### src/common/opc_pkg.sv
// Package with register map, field positions and reset values for the output path control block.
package opc_pkg;
    localparam logic [11:0] OFF_OUT_MIXER = 12'h034;
    localparam logic [11:0] OFF_PHONES_AMP = 12'h038;
    localparam logic [11:0] OFF_LINE_AMP = 12'h03C;
    localparam logic [11:0] OFF_SPK_MIXER = 12'h040;
    localparam logic [11:0] OFF_SPK_OUT = 12'h044;
    localparam logic [11:0] OFF_DAC_DIGITAL = 12'h084;
    localparam logic [11:0] OFF_PHONES_POP = 12'h168;
    localparam logic [11:0] OFF_LINE_POP = 12'h178;
    localparam logic [11:0] OFF_STATUS = 12'h200;
    localparam logic [7:0] IDX_OUT_MIXER = 8'h0D;
    localparam logic [7:0] IDX_PHONES_AMP = 8'h0E;
    localparam logic [7:0] IDX_LINE_AMP = 8'h0F;
    localparam logic [7:0] IDX_SPK_MIXER = 8'h10;
    localparam logic [7:0] IDX_SPK_OUT = 8'h11;
    localparam logic [7:0] IDX_DAC_DIGITAL = 8'h21;
    localparam logic [7:0] IDX_PHONES_POP = 8'h5A;
    localparam logic [7:0] IDX_LINE_POP = 8'h5E;
    localparam int BIT_LEFT = 1;
    localparam int BIT_RIGHT = 0;
    localparam int BIT_OSR = 0;
    localparam int BIT_L_UNSHORT = 7;
    localparam int BIT_L_FINAL = 6;
    localparam int BIT_L_MID = 5;
    localparam int BIT_L_FIRST = 4;
    localparam int BIT_R_UNSHORT = 3;
    localparam int BIT_R_FINAL = 2;
    localparam int BIT_R_MID = 1;
    localparam int BIT_R_FIRST = 0;
    localparam logic [1:0] RST_PAIR = 2'h0;
    localparam logic RST_OSR = 1'h0;
    localparam logic [7:0] RST_POP = 8'h00;
    localparam logic [1:0] RESP_OKAY = 2'h0;
    localparam logic [1:0] RESP_SLVERR = 2'h2;
    typedef enum logic [7:0] {
        SEL_NONE = 8'h00,
        SEL_OUT_MIXER = 8'h01,
        SEL_PHONES_AMP = 8'h02,
        SEL_LINE_AMP = 8'h04,
        SEL_SPK_MIXER = 8'h08,
        SEL_SPK_OUT = 8'h10,
        SEL_DAC_DIGITAL = 8'h20,
        SEL_PHONES_POP = 8'h40,
        SEL_LINE_POP = 8'h80
    } opc_sel_t;
endpackage : opc_pkg

### src/hw/opc_regs.sv
// AXI4-Lite register bank steering the codec output path enables and pop suppression.
//
// Added by the designer: register access over AXI4-Lite.
`timescale 1ns/1ps
module opc_regs (
    // Clock and reset.
    input wire logic clk_sys,
    input wire logic reset,
    // AXI4-Lite write address and data.
    input wire logic [11:0] s_axi_awaddr,
    input wire logic s_axi_awvalid,
    output logic s_axi_awready,
    input wire logic [31:0] s_axi_wdata,
    input wire logic [3:0] s_axi_wstrb,
    input wire logic s_axi_wvalid,
    output logic s_axi_wready,
    // AXI4-Lite write response.
    output logic [1:0] s_axi_bresp,
    output logic s_axi_bvalid,
    input wire logic s_axi_bready,
    // AXI4-Lite read.
    input wire logic [11:0] s_axi_araddr,
    input wire logic s_axi_arvalid,
    output logic s_axi_arready,
    output logic [31:0] s_axi_rdata,
    output logic [1:0] s_axi_rresp,
    output logic s_axi_rvalid,
    input wire logic s_axi_rready,
    // Analog control status from the rails.
    input wire logic mid_rail_reference,
    input wire logic master_bias_on,
    // Path controls.
    output logic dac_oversample_select,
    output logic left_out_mixer_on,
    output logic right_out_mixer_on,
    output logic left_phones_amp_on,
    output logic right_phones_amp_on,
    output logic left_line_amp_on,
    output logic right_line_amp_on,
    output logic left_spk_mixer_on,
    output logic right_spk_mixer_on,
    output logic left_spk_out_on,
    output logic right_spk_out_on,
    // Headphone pop suppression.
    output logic left_phones_unshort,
    output logic right_phones_unshort,
    output logic left_phones_final_stage,
    output logic right_phones_final_stage,
    output logic left_phones_mid_stage,
    output logic right_phones_mid_stage,
    output logic left_phones_first_stage,
    output logic right_phones_first_stage,
    output logic left_phones_shorted,
    output logic right_phones_shorted,
    // Line pop suppression.
    output logic left_line_unshort,
    output logic right_line_unshort,
    output logic left_line_final_stage,
    output logic right_line_final_stage,
    output logic left_line_mid_stage,
    output logic right_line_mid_stage,
    output logic left_line_first_stage,
    output logic right_line_first_stage,
    output logic left_line_shorted,
    output logic right_line_shorted
);
    // Maps a byte address onto a one-hot register select.
    function automatic opc_pkg::opc_sel_t decode(input logic [11:0] addr);
        case (addr)
            opc_pkg::OFF_OUT_MIXER: decode = opc_pkg::SEL_OUT_MIXER;
            opc_pkg::OFF_PHONES_AMP: decode = opc_pkg::SEL_PHONES_AMP;
            opc_pkg::OFF_LINE_AMP: decode = opc_pkg::SEL_LINE_AMP;
            opc_pkg::OFF_SPK_MIXER: decode = opc_pkg::SEL_SPK_MIXER;
            opc_pkg::OFF_SPK_OUT: decode = opc_pkg::SEL_SPK_OUT;
            opc_pkg::OFF_DAC_DIGITAL: decode = opc_pkg::SEL_DAC_DIGITAL;
            opc_pkg::OFF_PHONES_POP: decode = opc_pkg::SEL_PHONES_POP;
            opc_pkg::OFF_LINE_POP: decode = opc_pkg::SEL_LINE_POP;
            default: decode = opc_pkg::SEL_NONE;
        endcase
    endfunction : decode

    logic aw_held_ff;
    logic [11:0] awaddr_ff;
    logic w_held_ff;
    logic [31:0] wdata_ff;
    logic [3:0] wstrb_ff;
    logic bvalid_ff;
    logic [1:0] bresp_ff;
    logic rvalid_ff;
    logic [31:0] rdata_ff;
    logic [1:0] rresp_ff;
    logic [1:0] out_mixer_ff;
    logic [1:0] phones_amp_ff;
    logic [1:0] line_amp_ff;
    logic [1:0] spk_mixer_ff;
    logic [1:0] spk_out_ff;
    logic osr_ff;
    logic do_write;
    opc_pkg::opc_sel_t wr_sel;
    opc_pkg::opc_sel_t rd_sel;
    logic [7:0] phones_pop;
    logic [7:0] line_pop;
    logic [31:0] nxt_rdata;
    logic lane0_write;
    logic wr_unmapped;
    logic status_hit;
    logic rd_unmapped;

    // Address and data are each held once taken; the write commits when both are present.
    assign s_axi_awready = ~aw_held_ff & ~bvalid_ff;
    assign s_axi_wready = ~w_held_ff & ~bvalid_ff;
    assign do_write = aw_held_ff & w_held_ff & ~bvalid_ff;
    assign lane0_write = do_write & wstrb_ff[0];
    assign wr_sel = decode(awaddr_ff);
    assign rd_sel = decode(s_axi_araddr);
    assign wr_unmapped = (wr_sel == opc_pkg::SEL_NONE);
    assign status_hit = (s_axi_araddr == opc_pkg::OFF_STATUS);
    assign rd_unmapped = (rd_sel == opc_pkg::SEL_NONE) & ~status_hit;

    always_ff @(posedge clk_sys or posedge reset) begin
        if (reset) begin
            aw_held_ff <= 1'h0;
        end else if (s_axi_awvalid && s_axi_awready) begin
            aw_held_ff <= 1'h1;
        end else if (do_write) begin
            aw_held_ff <= 1'h0;
        end
    end

    always_ff @(posedge clk_sys or posedge reset) begin
        if (reset) begin
            awaddr_ff <= 12'h000;
        end else if (s_axi_awvalid && s_axi_awready) begin
            awaddr_ff <= s_axi_awaddr;
        end
    end

    always_ff @(posedge clk_sys or posedge reset) begin
        if (reset) begin
            w_held_ff <= 1'h0;
        end else if (s_axi_wvalid && s_axi_wready) begin
            w_held_ff <= 1'h1;
        end else if (do_write) begin
            w_held_ff <= 1'h0;
        end
    end

    always_ff @(posedge clk_sys or posedge reset) begin
        if (reset) begin
            wdata_ff <= 32'h00000000;
            wstrb_ff <= 4'h0;
        end else if (s_axi_wvalid && s_axi_wready) begin
            wdata_ff <= s_axi_wdata;
            wstrb_ff <= s_axi_wstrb;
        end
    end

    always_ff @(posedge clk_sys or posedge reset) begin
        if (reset) begin
            bvalid_ff <= 1'h0;
        end else if (do_write) begin
            bvalid_ff <= 1'h1;
        end else if (s_axi_bready) begin
            bvalid_ff <= 1'h0;
        end
    end

    always_ff @(posedge clk_sys or posedge reset) begin
        if (reset) begin
            bresp_ff <= opc_pkg::RESP_OKAY;
        end else if (do_write) begin
            bresp_ff <= wr_unmapped ? opc_pkg::RESP_SLVERR : opc_pkg::RESP_OKAY;
        end
    end

    // Each register takes only byte lane 0; a cleared strobe bit leaves it untouched.
    always_ff @(posedge clk_sys or posedge reset) begin
        if (reset) begin
            out_mixer_ff <= opc_pkg::RST_PAIR;
        end else if (lane0_write && (wr_sel == opc_pkg::SEL_OUT_MIXER)) begin
            out_mixer_ff <= wdata_ff[1:0];
        end
    end

    always_ff @(posedge clk_sys or posedge reset) begin
        if (reset) begin
            phones_amp_ff <= opc_pkg::RST_PAIR;
        end else if (lane0_write && (wr_sel == opc_pkg::SEL_PHONES_AMP)) begin
            phones_amp_ff <= wdata_ff[1:0];
        end
    end

    always_ff @(posedge clk_sys or posedge reset) begin
        if (reset) begin
            line_amp_ff <= opc_pkg::RST_PAIR;
        end else if (lane0_write && (wr_sel == opc_pkg::SEL_LINE_AMP)) begin
            line_amp_ff <= wdata_ff[1:0];
        end
    end

    always_ff @(posedge clk_sys or posedge reset) begin
        if (reset) begin
            spk_mixer_ff <= opc_pkg::RST_PAIR;
        end else if (lane0_write && (wr_sel == opc_pkg::SEL_SPK_MIXER)) begin
            spk_mixer_ff <= wdata_ff[1:0];
        end
    end

    always_ff @(posedge clk_sys or posedge reset) begin
        if (reset) begin
            spk_out_ff <= opc_pkg::RST_PAIR;
        end else if (lane0_write && (wr_sel == opc_pkg::SEL_SPK_OUT)) begin
            spk_out_ff <= wdata_ff[1:0];
        end
    end

    always_ff @(posedge clk_sys or posedge reset) begin
        if (reset) begin
            osr_ff <= opc_pkg::RST_OSR;
        end else if (lane0_write && (wr_sel == opc_pkg::SEL_DAC_DIGITAL)) begin
            osr_ff <= wdata_ff[opc_pkg::BIT_OSR];
        end
    end

    opc_pop_path u_phones_pop (
        .clk_sys(clk_sys),
        .reset(reset),
        .wr_en(do_write && (wr_sel == opc_pkg::SEL_PHONES_POP)),
        .wr_data(wdata_ff[7:0]),
        .wr_strb(wstrb_ff),
        .pop_bits(phones_pop),
        .left_shorted(left_phones_shorted),
        .right_shorted(right_phones_shorted)
    );

    opc_pop_path u_line_pop (
        .clk_sys(clk_sys),
        .reset(reset),
        .wr_en(do_write && (wr_sel == opc_pkg::SEL_LINE_POP)),
        .wr_data(wdata_ff[7:0]),
        .wr_strb(wstrb_ff),
        .pop_bits(line_pop),
        .left_shorted(left_line_shorted),
        .right_shorted(right_line_shorted)
    );

    // Read mux; the status word shows the reference and bias inputs the host must raise first.
    always_comb begin
        nxt_rdata = 32'h00000000;
        case (rd_sel)
            opc_pkg::SEL_OUT_MIXER: nxt_rdata[1:0] = out_mixer_ff;
            opc_pkg::SEL_PHONES_AMP: nxt_rdata[1:0] = phones_amp_ff;
            opc_pkg::SEL_LINE_AMP: nxt_rdata[1:0] = line_amp_ff;
            opc_pkg::SEL_SPK_MIXER: nxt_rdata[1:0] = spk_mixer_ff;
            opc_pkg::SEL_SPK_OUT: nxt_rdata[1:0] = spk_out_ff;
            opc_pkg::SEL_DAC_DIGITAL: nxt_rdata[opc_pkg::BIT_OSR] = osr_ff;
            opc_pkg::SEL_PHONES_POP: nxt_rdata[7:0] = phones_pop;
            opc_pkg::SEL_LINE_POP: nxt_rdata[7:0] = line_pop;
            default: begin
                if (s_axi_araddr == opc_pkg::OFF_STATUS) begin
                    nxt_rdata[1:0] = {master_bias_on, mid_rail_reference};
                end
            end
        endcase
    end

    assign s_axi_arready = ~rvalid_ff;

    always_ff @(posedge clk_sys or posedge reset) begin
        if (reset) begin
            rvalid_ff <= 1'h0;
        end else if (s_axi_arvalid && s_axi_arready) begin
            rvalid_ff <= 1'h1;
        end else if (s_axi_rready) begin
            rvalid_ff <= 1'h0;
        end
    end

    always_ff @(posedge clk_sys or posedge reset) begin
        if (reset) begin
            rdata_ff <= 32'h00000000;
            rresp_ff <= opc_pkg::RESP_OKAY;
        end else if (s_axi_arvalid && s_axi_arready) begin
            rdata_ff <= nxt_rdata;
            rresp_ff <= rd_unmapped ? opc_pkg::RESP_SLVERR : opc_pkg::RESP_OKAY;
        end
    end

    assign s_axi_bvalid = bvalid_ff;
    assign s_axi_bresp = bresp_ff;
    assign s_axi_rvalid = rvalid_ff;
    assign s_axi_rdata = rdata_ff;
    assign s_axi_rresp = rresp_ff;

    assign dac_oversample_select = osr_ff;
    assign left_out_mixer_on = out_mixer_ff[opc_pkg::BIT_LEFT];
    assign right_out_mixer_on = out_mixer_ff[opc_pkg::BIT_RIGHT];
    assign left_phones_amp_on = phones_amp_ff[opc_pkg::BIT_LEFT];
    assign right_phones_amp_on = phones_amp_ff[opc_pkg::BIT_RIGHT];
    assign left_line_amp_on = line_amp_ff[opc_pkg::BIT_LEFT];
    assign right_line_amp_on = line_amp_ff[opc_pkg::BIT_RIGHT];
    assign left_spk_mixer_on = spk_mixer_ff[opc_pkg::BIT_LEFT];
    assign right_spk_mixer_on = spk_mixer_ff[opc_pkg::BIT_RIGHT];
    assign left_spk_out_on = spk_out_ff[opc_pkg::BIT_LEFT];
    assign right_spk_out_on = spk_out_ff[opc_pkg::BIT_RIGHT];

    assign left_phones_unshort = phones_pop[opc_pkg::BIT_L_UNSHORT];
    assign right_phones_unshort = phones_pop[opc_pkg::BIT_R_UNSHORT];
    assign left_phones_final_stage = phones_pop[opc_pkg::BIT_L_FINAL];
    assign right_phones_final_stage = phones_pop[opc_pkg::BIT_R_FINAL];
    assign left_phones_mid_stage = phones_pop[opc_pkg::BIT_L_MID];
    assign right_phones_mid_stage = phones_pop[opc_pkg::BIT_R_MID];
    assign left_phones_first_stage = phones_pop[opc_pkg::BIT_L_FIRST];
    assign right_phones_first_stage = phones_pop[opc_pkg::BIT_R_FIRST];
    assign left_line_unshort = line_pop[opc_pkg::BIT_L_UNSHORT];
    assign right_line_unshort = line_pop[opc_pkg::BIT_R_UNSHORT];
    assign left_line_final_stage = line_pop[opc_pkg::BIT_L_FINAL];
    assign right_line_final_stage = line_pop[opc_pkg::BIT_R_FINAL];
    assign left_line_mid_stage = line_pop[opc_pkg::BIT_L_MID];
    assign right_line_mid_stage = line_pop[opc_pkg::BIT_R_MID];
    assign left_line_first_stage = line_pop[opc_pkg::BIT_L_FIRST];
    assign right_line_first_stage = line_pop[opc_pkg::BIT_R_FIRST];
endmodule : opc_regs

### src/hw/opc_pop_path.sv
// One headphone or line output pair: pop-suppression stage bits and the resulting ground shorts.
`timescale 1ns/1ps
module opc_pop_path (
    // Clock and reset.
    input wire logic clk_sys,
    input wire logic reset,
    // Register write.
    input wire logic wr_en,
    input wire logic [7:0] wr_data,
    input wire logic [3:0] wr_strb,
    // Stage controls.
    output logic [7:0] pop_bits,
    output logic left_shorted,
    output logic right_shorted
);
    logic [7:0] pop_ff;

    // Only byte lane 0 holds the eight stage bits.
    always_ff @(posedge clk_sys or posedge reset) begin
        if (reset) begin
            pop_ff <= opc_pkg::RST_POP;
        end else if (wr_en && wr_strb[0]) begin
            pop_ff <= wr_data;
        end
    end

    assign pop_bits = pop_ff;
    assign left_shorted = ~pop_ff[opc_pkg::BIT_L_UNSHORT];
    assign right_shorted = ~pop_ff[opc_pkg::BIT_R_UNSHORT];
endmodule : opc_pop_path

### config.mk
export PLATFORM = sky130hd
export DESIGN_NAME = opc_regs
export DESIGN_NICKNAME = d
export VERILOG_FILES = /design/src/common/opc_pkg.sv /design/src/hw/opc_regs.sv /design/src/hw/opc_pop_path.sv
export SDC_FILE = /design/constraint.sdc
export NUM_CORES = 1
export LEC_CHECK = 0
export BUFFER_PORTS_ARGS = -buffer_cell sky130_fd_sc_hd__buf_2
export CAP_MARGIN = 20
export CORE_MARGIN = 2
export CORE_UTILIZATION = 40
export CTS_CLUSTER_SIZE = 20
export DETAILED_ROUTE_END_ITERATION = 16
export HOLD_SLACK_MARGIN = 0.1
export PLACE_DENSITY = 0.67
export SLEW_MARGIN = 20
export SYNTH_ARGS = -nofsm -noshare
export SYNTH_HDL_FRONTEND = slang
export SYNTH_SLANG_ARGS = --single-unit
### constraint.sdc
create_clock -name clk_sys -period 5.2 [get_ports clk_sys]
set_clock_uncertainty 0.2 [all_clocks]
set_input_delay 0 -clock clk_sys [delete_from_list [all_inputs] [get_ports clk_sys]]
set_output_delay 0 -clock clk_sys [all_outputs]
set_load 0.01 [all_outputs]
After elaboration in Yosys (flattened, before gate mapping)
Index checks and enable logic that the tools add are counted.

cells by class
  equal/unequal tests = 33
  muxes and demuxes = 15
  bitwise operators = 15
  reductions and logical operators = 19

operators by type and width
  kind                                                   count
  case mux 8 bit (8 select lines)                        2
  equality test 12 x 6 -> 1 bit, second input constant   6
  equality test 12 x 7 -> 1 bit, second input constant   4
  equality test 12 x 9 -> 1 bit, second input constant   4
  equality test 12 x 8 -> 1 bit, second input constant   2
  equality test 8 x 1 -> 1 bit, second input constant    2
  equality test 8 x 2 -> 1 bit, second input constant    2
  equality test 8 x 3 -> 1 bit, second input constant    2
  equality test 8 x 4 -> 1 bit, second input constant    2
  equality test 8 x 5 -> 1 bit, second input constant    2
  equality test 8 x 6 -> 1 bit, second input constant    2
  equality test 8 x 7 -> 1 bit, second input constant    2
  equality test 8 bit, second input constant             2
  zero test 8 bit                                        2
  case mux 1 bit (8 select lines)                        2
  logical AND 1 bit                                      13
  equality test 12 x 10 -> 1 bit, second input constant  1
  case mux 6 bit (2 select lines)                        1
  inverter 1 bit                                         9
  nonzero test 2 bit                                     4
  two-way mux 1 bit                                      7
  bitwise AND 1 bit                                      6
  two-way mux 2 bit                                      3

word-level totals
  flip-flop bits (word level) = 64

Logic depth before layout (Yosys ltp)
Gate-level depths: netlist (run 1).

  depth after elaboration = 5
  gate-level depth with buffers = 6
  mapped depth without buffers = 5

Hierarchy
From an unflattened synthesis (run 1), not the netlist that was laid out.

second synthesis, totals
  cells, all modules = 274
  area, all modules = 3184.3 µm²

modules (own cells, without submodules)
  module        times used  cells each  area an instance (µm²)
  opc_regs      1           234         2568.7
  opc_pop_path  2           20          307.8

Worst setup path after synthesis (run 1)
No wires, ideal clock.

  path type = register to register
  start = register awaddr_ff[1]
  end = register u_phones_pop.pop_ff[0] (netlist: u_phones_pop.pop_bits[0])
  setup time = 0.125 ns
  arrival = 1.706 ns
  data required time = 4.875 ns
  setup slack = 3.169 ns
  stages on the path, launching flop included = 6
  buffers on the path = 0
  period minus slack after synthesis = 2.031 ns
  path through = dfrtp_1 -> or3b_1 -> and4b_2 -> nand3_1 -> nor2_4 -> mux2_2

on the way
  word-level cells in the longest chain between the ends = 5

ends and longest elaborated chain
  element                                                      line                RTL
  start, declared                                              opc_regs.sv:83      logic [11:0] awaddr_ff;
  start signal, assigned                                       opc_regs.sv:134     awaddr_ff <= s_axi_awaddr;
  equality test 12 x 9 -> 1 bit, or another cell as far along  opc_regs.sv:69      case (addr)
  case mux 8 bit (8 select lines) (*)                          opc_regs.sv:69
  equality test 8 x 7 -> 1 bit (*)                             opc_regs.sv:228     .wr_en(do_write && (wr_sel == opc_pkg::SEL_PHONES_POP)),
  logical AND 1 bit (*)                                        opc_regs.sv:228
  logical AND 1 bit (*)                                        opc_pop_path.sv:22  end else if (wr_en && wr_strb[0]) begin
  end signal, assigned                                         opc_pop_path.sv:21  pop_ff <= opc_pkg::RST_POP;
  end signal, assigned                                         opc_pop_path.sv:23  pop_ff <= wr_data;
  end, declared                                                opc_pop_path.sv:16  logic [7:0] pop_ff;

Every way passes the cells marked *; elsewhere a longest branch is shown, timed or not.
A chain may end at the register's enable or synchronous reset.

Final worst setup path (run 1)
  start = input s_axi_araddr[4]
  end = register rdata_ff[1] (netlist: s_axi_rdata[1])

on the way
  word-level cells in the longest chain between the ends = 4

ends and longest elaborated chain
  element                                                      line             RTL
  start, declared                                              opc_regs.sv:22   input wire logic [11:0] s_axi_araddr,
  equality test 12 x 9 -> 1 bit, or another cell as far along  opc_regs.sv:69
  case mux 8 bit (8 select lines)                              opc_regs.sv:69
  equality test 8 bit, or another cell as far along            opc_regs.sv:250  case (rd_sel)
  case mux 1 bit (8 select lines) (*)                          opc_regs.sv:250
  end signal, assigned                                         opc_regs.sv:284  rdata_ff <= nxt_rdata;
  end, declared                                                opc_regs.sv:90   logic [31:0] rdata_ff;

Marks and branches as above.

==> run_results.csv, run 1 <==
group,metric,value,unit
setup_path,worstPathMaxFanout,13,
drt,vias,2415,
sta,drv_slew,0,
drt,antenna_left,0,
logic_synthesis,synth_compound_area_frac,0.06006,
clocking,cts_setup_buffers,0,
die,pin_count,141,
final_layout,antenna_cells,0,
sta,max_freq,353.8,MHz
sta,worst_slew_pin_slew,770.2,ps
setup_path,worstPathCellList,"dlygate4sd3_1, buf_2, nor3_1, and4b_1, a21o_1, o22ai_1, dlygate4sd3_1, a21oi_1, dlygate4sd3_1",
setup_path,endpoint_kind,"flip-flop",
place,dp_cells,443,
drt,viasPerCell,4.859,
sta,setup_viol,0,
logic_synthesis,syn_inst,263,
die,die_h,92.10,um
logic_synthesis,synth_top_family_by_area,"multiplexers",
run,max_cap_violations,0,
clocking,cts.htree.levels,3,
worst_hold_path,hp-class,"in -> reg",
drt,first_pass_iters,4,
die,die_area,8481,um^2
die,core-area,7607,um^2
final_layout,final_cell_mix,"buf_2 (87), dfrtp_1 (62), mux2_2 (50)",
final_layout,stdcell_count,497,
logic_synthesis,synth_area_per_cell,11.80,um^2
status,outcome,"completed",
drt,drc_errors,0,
sta,slew_headroom,0.4865,
setup_path,crit_arrival,2880,ps
setup_path,cp.required,5260,ps
grt,grt_pass1_vias,2392,
sta,finalSetupTns,0,ps
final_layout,final_common_cell,"buf_2",
clocking,max-clock-path-buffers,2,
setup_path,slowest_delay,580,ps
sta,timing.final.crit_share,0.5435,
setup_path,criticalPathCategory,"in -> reg",
sta,rsz0062_at_grt,"false",
grt,grt_usage,0.1702,
grt,grt_max_degree,63,
grt,grt.overflow.total,0,
sta,hold_ws,102.1,ps
sta,finalCriticalPeriod,2826,ps
clocking,cts_buffers,9,
logic_synthesis,synthDistinctLibCells,44,
sta,final_hold_viol_count,0,
die,rows,32,
logic_synthesis,ys_seq_elements,62,
logic_synthesis,yosys_warnings,0,
clocking,cts_tree,"done",
setup_path,start_kind,"input port",
place,place.gp.congestion,0.7636,
setup_path,r2r-start,"s_axi_rvalid",
final_layout,fin_nets,459,
pwr,powerDensity,350.4,nW/um^2
setup_path,cpMostUsedCell,"dlygate4sd3_1",
logic_synthesis,synthSimpleGateAreaFrac,0.1447,
logic_synthesis,syn-cell-area,3104,um^2
pwr,leakage,2.074,nW
setup_path,crit_slowest_cell,"dlygate4sd3_1",
worst_hold_path,hp-start,"s_axi_wvalid",
logic_synthesis,synth_fa_ha_area_frac,0,
drt,wl,7017,um
grt,antenna_found_initial,0,
drt,drt-wirelength-per-cell,14.12,um
final_layout,syn_to_final_growth,32.69,%
logic_synthesis,synth_xor_area_frac,0,
place,hpwlAfterDp,4751,um
clocking,cts_root_buf,"clkbuf_8",
grt,grt_pass1_wl,11360,um
pwr,max-vdd-ir-drop,0.2381,mV
die,die_w,92.10,um
logic_synthesis,synthMuxAreaShare,0.2104,
drt,drt-initial-drc-count,91,
clocking,clock-sinks,62,
setup_path,startpoint,"s_axi_araddr[4]",
final_layout,num-fill-cells,689,
final_layout,drive_above_1_share,0.4076,
clocking,clock_latency,320,ps
clocking,clk_pin_slew_worst_paths,60,ps
place,portBuffers,87,
logic_synthesis,ys_seq_area_frac,0.4998,
die,start_util,0.4081,
critical path: cells and delay by family:
kind	cells	cell delay (ps)
AO/OA/AOI/OAI	3	300
buffers and inverters	4	1900
AND/OR/NAND/NOR	2	690
stage by stage:
step	worst slack [ps]	cell area [um^2]	util	power (W)
after CTS	2414	4119	0.5414	0.001454
after detailed placement	2956	3538	0.4651	0.001004
after floorplan	3169	3198	-	0.0009165
after global placement	2992	3538	0.4651	0.0009888
after global routing	2217	4119	0.5414	0.001540
final	2374	4119	0.5414	0.001443
power breakdown:
group / internal, W / total (W) / switching, W
logic: 0.000179 / 0.000323 / 0.000144
registers: 0.000590 / 0.000700 / 0.000110
clock network: 0.000245 / 0.000420 / 0.000175
layout make-up:
cell class                 count  area, um^2  share of cell area
inverter                       8       30.03            0.007290
clock buffer                  12       155.1             0.03767
clock inverter                 4       45.04             0.01094
sequential                    62        1551              0.3767
tap                          102       127.6             0.03098
multi-input combinational    183        1386              0.3366
timing repair buffer         126       823.3              0.1999
path summary, 6_finish.rpt:
check                                            to  slack, ps  cells past startpoint
setup / recovery                     s_axi_rdata[1]       2370                      9
hold / removal                            w_held_ff        100                      3
setup reg to reg                     s_axi_rdata[1]       2450                      6
hold reg to reg                      s_axi_rdata[5]        270                      2
max in group asynchronous            s_axi_rdata[1]       4050                      4
min in group asynchronous  u_phones_pop.pop_bits[4]        250                      4
sequential cells by signal (all words and copies together), names as in the netlist, 2 cells and up:
register               flops
spk_mixer_ff               2
spk_out_ff                 2
wdata_ff                   8
awaddr_ff                 12
u_line_pop.pop_bits        8
phones_amp_ff              2
u_phones_pop.pop_bits      8
out_mixer_ff               2
s_axi_rdata                8
line_amp_ff                2
Yosys cell counts, drive strengths merged:
cell type / count / area share
o22ai: 2 / 0.0040
o31ai: 8 / 0.019
mux2i: 9 / 0.029
nand2: 11 / 0.013
nor4b: 3 / 0.010
a21boi: 1 / 0.0024
o21ai: 6 / 0.0097
nand3b: 2 / 0.0048
a2bb2oi: 1 / 0.0028
mux2: 50 / 0.18
nor2: 11 / 0.016
and2b: 1 / 0.0024
and3b: 5 / 0.015
nor2b: 5 / 0.010
o211ai: 1 / 0.0024
or4: 1 / 0.0024
a22oi: 1 / 0.0024
nand4b: 1 / 0.0028
nand4: 7 / 0.018
clkbuf: 8 / 0.0097
o2111ai: 1 / 0.0028
a21oi: 4 / 0.0064
nor4: 2 / 0.0060
buf: 27 / 0.064
nand2b: 1 / 0.0020
inv: 8 / 0.0097
and4b: 3 / 0.010
nand3: 6 / 0.0097
or3b: 1 / 0.0028
nor3: 5 / 0.0081
a32oi: 1 / 0.0028
a21o: 2 / 0.0048
nor4bb: 1 / 0.0032
dfrtp: 62 / 0.50
and2: 2 / 0.0040
conb: 1 / 0.0012
and3: 2 / 0.0040
cells by family after synthesis:
kind of cell,count (synthesis)
compound gates,28
flops,62
other cells,1
buf+inv,43
mux,59
simple gates,70
what timing repair did:
action | 4_1_cts | 5_1_grt
gates resized for setup | 0 | 0
hold buffers | 38 | 0
endpoints found under the hold margin | 95 | 0
metal layers:
metal  GRT usage  share of wire  vias up
li1            -              -     1161
met1      0.2071           0.43     1170
met2      0.3015           0.51       79
met3     0.04191          0.052        5
met4     0.04478         0.0060        0
met5           0              0        -
No activity file was read; power rests on OpenSTA's default activity.
==> inputs of run 2 (changes only) <==
--- a/config.mk
+++ b/config.mk
@@ -5,6 +5,7 @@
 export SDC_FILE = /design/constraint.sdc
 export NUM_CORES = 1
 export LEC_CHECK = 0
+export ABC_AREA = 1
 export BUFFER_PORTS_ARGS = -buffer_cell sky130_fd_sc_hd__buf_2
 export CAP_MARGIN = 20
 export CORE_MARGIN = 2
@@ -12,7 +13,7 @@
 export CTS_CLUSTER_SIZE = 20
 export DETAILED_ROUTE_END_ITERATION = 16
 export HOLD_SLACK_MARGIN = 0.1
-export PLACE_DENSITY = 0.67
+export PLACE_DENSITY = 0.66
 export SLEW_MARGIN = 20
 export SYNTH_ARGS = -nofsm -noshare
 export SYNTH_HDL_FRONTEND = slang
==> constraint.sdc (replaced) <==
create_clock -name clk_sys -period 2.84 [get_ports clk_sys]
set_clock_uncertainty 0.2 [all_clocks]
set_input_delay 0 -clock clk_sys [delete_from_list [all_inputs] [get_ports clk_sys]]
set_output_delay 0 -clock clk_sys [all_outputs]
set_load 0.01 [all_outputs]
==> run 2 against run 1 <==
Effect of this change: final area rose by 8.3%; non-clock buffer count grew 11; largest cell class unchanged; combinational power rose by 120%; power grew 87%; first-iteration DRC count grew 53%; flip-flop and latch count unchanged; wire length increased by 13%; global-route usage up 1.3 points.
==> run_results.csv, run 2 <==
group,metric,value,unit
sta,drv_slew,0,
logic_synthesis,ys_top_cells_by_area,"dfrtp_1 (46%), nand2_1 (10%), inv_1 (6.4%)",
sta,hold_ws,115.6,ps
logic_synthesis,yosys_warnings,0,
status,outcome,"completed",
sta,worst_slew_pin_slew,602.8,ps
final_layout,largest_register_ffs,12,
drt,wl,7896,um
pwr,max-vdd-ir-drop,0.5131,mV
drt,viasPerCell,4.571,
die,pin_count,141,
die,die_area,9098,um^2
clocking,cts.htree.levels,3,
die,start_util,0.4086,
setup_path,cpMostUsedCell,"nand2_1",
setup_path,critical_path_buf_inv_count,4,
drt,drt-wirelength-per-cell,11.75,um
final_layout,final_cell_mix,"nand2_1 (93), buf_2 (87), dfrtp_1 (62)",
logic_synthesis,synth_edf_count,0,
clocking,max-clock-path-buffers,2,
sta,finalCriticalPeriod,2637,ps
logic_synthesis,synth_area_per_cell,7.916,um^2
clocking,clock_latency,330,ps
grt,grt.overflow.total,0,
place,place.gp.congestion,0.8607,
logic_synthesis,synthTopCellsByCount,"nand2_1 (93), dfrtp_1 (62), inv_1 (57)",
clocking,cts_root_buf,"clkbuf_8",
die,die_h,95.39,um
setup_path,crit_arrival,2710,ps
grt,grt_usage,0.1836,
drt,antenna_left,0,
logic_synthesis,synth_top_cell_by_area,"dfrtp_1",
logic_synthesis,synthFlopType,"dfrtp_1",
final_layout,regMostFlops,"awaddr_ff",
pwr,leakage,2.495,nW
setup_path,cp.required,2910,ps
clocking,clock-sinks,62,
logic_synthesis,syn_inst,422,
logic_synthesis,syn-cell-area,3341,um^2
sta,finalSetupTns,0,ps
place,portBuffers,87,
final_layout,syn_to_final_growth,33.48,%
sta,setup_viol,0,
grt,grt_pass1_wl,12900,um
setup_path,slowest_delay,570,ps
logic_synthesis,synth.top_cell.area_share,0.4644,
worst_hold_path,hp-class,"in -> reg",
grt,grt_pass1_vias,2851,
sta,timing.final.crit_share,0.9286,
grt,antenna_found_initial,0,
setup_path,rr_worst_depth,5,
worst_hold_path,min_path_cells,3,
setup_path,crit_slowest_cell,"dlygate4sd3_1",
sta,rsz0062_at_grt,"false",
setup_path,crit_family,"buffers and inverters",
setup_path,criticalPathCategory,"in -> reg",
die,core-area,8175,um^2
sta,final_hold_viol_count,0,
logic_synthesis,ys_seq_elements,62,
sta,slew_headroom,0.5972,
logic_synthesis,ys_seq_area_frac,0.4644,
die,die_w,95.39,um
final_layout,antenna_cells,0,
setup_path,endpoint_kind,"flip-flop",
setup_path,worstPathCellList,"dlygate4sd3_1, buf_2, nor2_1, nand2_1, nor3_1, nand2_1, dlygate4sd3_1, nand3_1, nand2_1, nand2_1, dlygate4sd3_1",
final_layout,finish.utilization,0.5455,
drt,drc_errors,0,
die,rows,33,
drt,vias,3072,
drt,first_pass_iters,4,
pwr,powerDensity,606.5,nW/um^2
setup_path,worstPathMaxFanout,4,
logic_synthesis,synth.most_common_cell,"nand2_1",
place,hpwlAfterDp,5596,um
final_layout,final_common_cell,"nand2_1",
clocking,cts_tree,"done",
run,max_cap_violations,0,
clocking,cts_buffers,9,
final_layout,fin_nets,631,
final_layout,num-fill-cells,788,
setup_path,crit_cells,11,
sta,max_freq,379.2,MHz
drt,drt-initial-drc-count,139,
final_layout,drive_above_1_share,0.2363,
grt,grt_max_degree,43,
clocking,clk_pin_slew_worst_paths,70,ps
setup_path,start_kind,"input port",
logic_synthesis,async_flop_share,1.000,
logic_synthesis,synthDistinctLibCells,29,
[run 2: worst paths after layout]
kind                                      start                     end  slack, ps
worst min-delay path              s_axi_awvalid              aw_held_ff        120
worst max register to register     s_axi_bvalid             wdata_ff[0]        830
max in group asynchronous                 reset  u_line_pop.pop_bits[0]        980
worst max-delay path            s_axi_araddr[4]          s_axi_rdata[1]        200
worst min register to register   s_axi_bresp[1]          s_axi_bresp[1]        280
min in group asynchronous                 reset             wdata_ff[7]        570
[run 2: metrics by stage]
stage | power [W] | cell area [um^2] | instances | setup slack [ps]
2_1_floorplan | 0.001720 | 3435 | 447 | 1099
3_3_place_gp | 0.001858 | 3766 | 607 | 1186
3_5_place_dp | 0.001885 | 3766 | 607 | 1156
4_1_cts | 0.002734 | 4467 | 673 | 22.42
5_1_grt | 0.002894 | 4459 | 672 | 95.34
6_report | 0.002704 | 4459 | 672 | 202.8
[run 2: power by group]
group / leakage (nW) / internal [W] / switching (W)
Clock: 0.106 / 0.000449 / 0.000334
Combinational: 1.59 / 0.000284 / 0.000412
Sequential: 0.798 / 0.00107 / 0.000154
Total: 2.49 / 0.00180 / 0.000901
[run 2: cell type report]
cell class              instances  area (um^2)  share of cell area
repair buffers                137        933.4              0.2093
flip-flops and latches         62         1551              0.3479
clock inverters                 4        45.04             0.01010
inverters                      66        247.7             0.05556
multi-input cells             286         1395              0.3129
well taps                     105        131.4             0.02946
clock buffers                  12        155.1             0.03479
[run 2: worst min-delay path, delay by kind of cell]
kind,cells,cell delay [ps]
simple gates,2,530
buf+inv,1,70
[run 2: kinds of logic (layout without fill, tap and decap cells)]
| group | after synthesis | in the layout | share of synthesized area |
|---|---|---|---|
| AND/OR/NAND/NOR | 198 | 198 | 0.2693 |
| flip-flops | 62 | 62 | 0.4644 |
| buffers and inverters | 99 | 219 | 0.1468 |
| other | 1 | 26 | 0.001123 |
| AO/OA/AOI/OAI | 50 | 50 | 0.07791 |
| multiplexers | 12 | 12 | 0.04045 |
[run 2: metal layers]
metal  GRT usage  vias to the layer above  wire length, um
met1      0.2316                     1405             3527
met4     0.06548                        0               74
met5           0                        -                0
met3     0.03715                        6              421
met2      0.3128                       94             3873
li1            -                     1567                -
[run 2: what timing repair did]
item	4_1_cts	5_1_grt
endpoints found under the hold margin	95	0
setup endpoints to repair	0	1
setup buffers	0	0
hold buffers	50	0
gates resized for setup	0	1
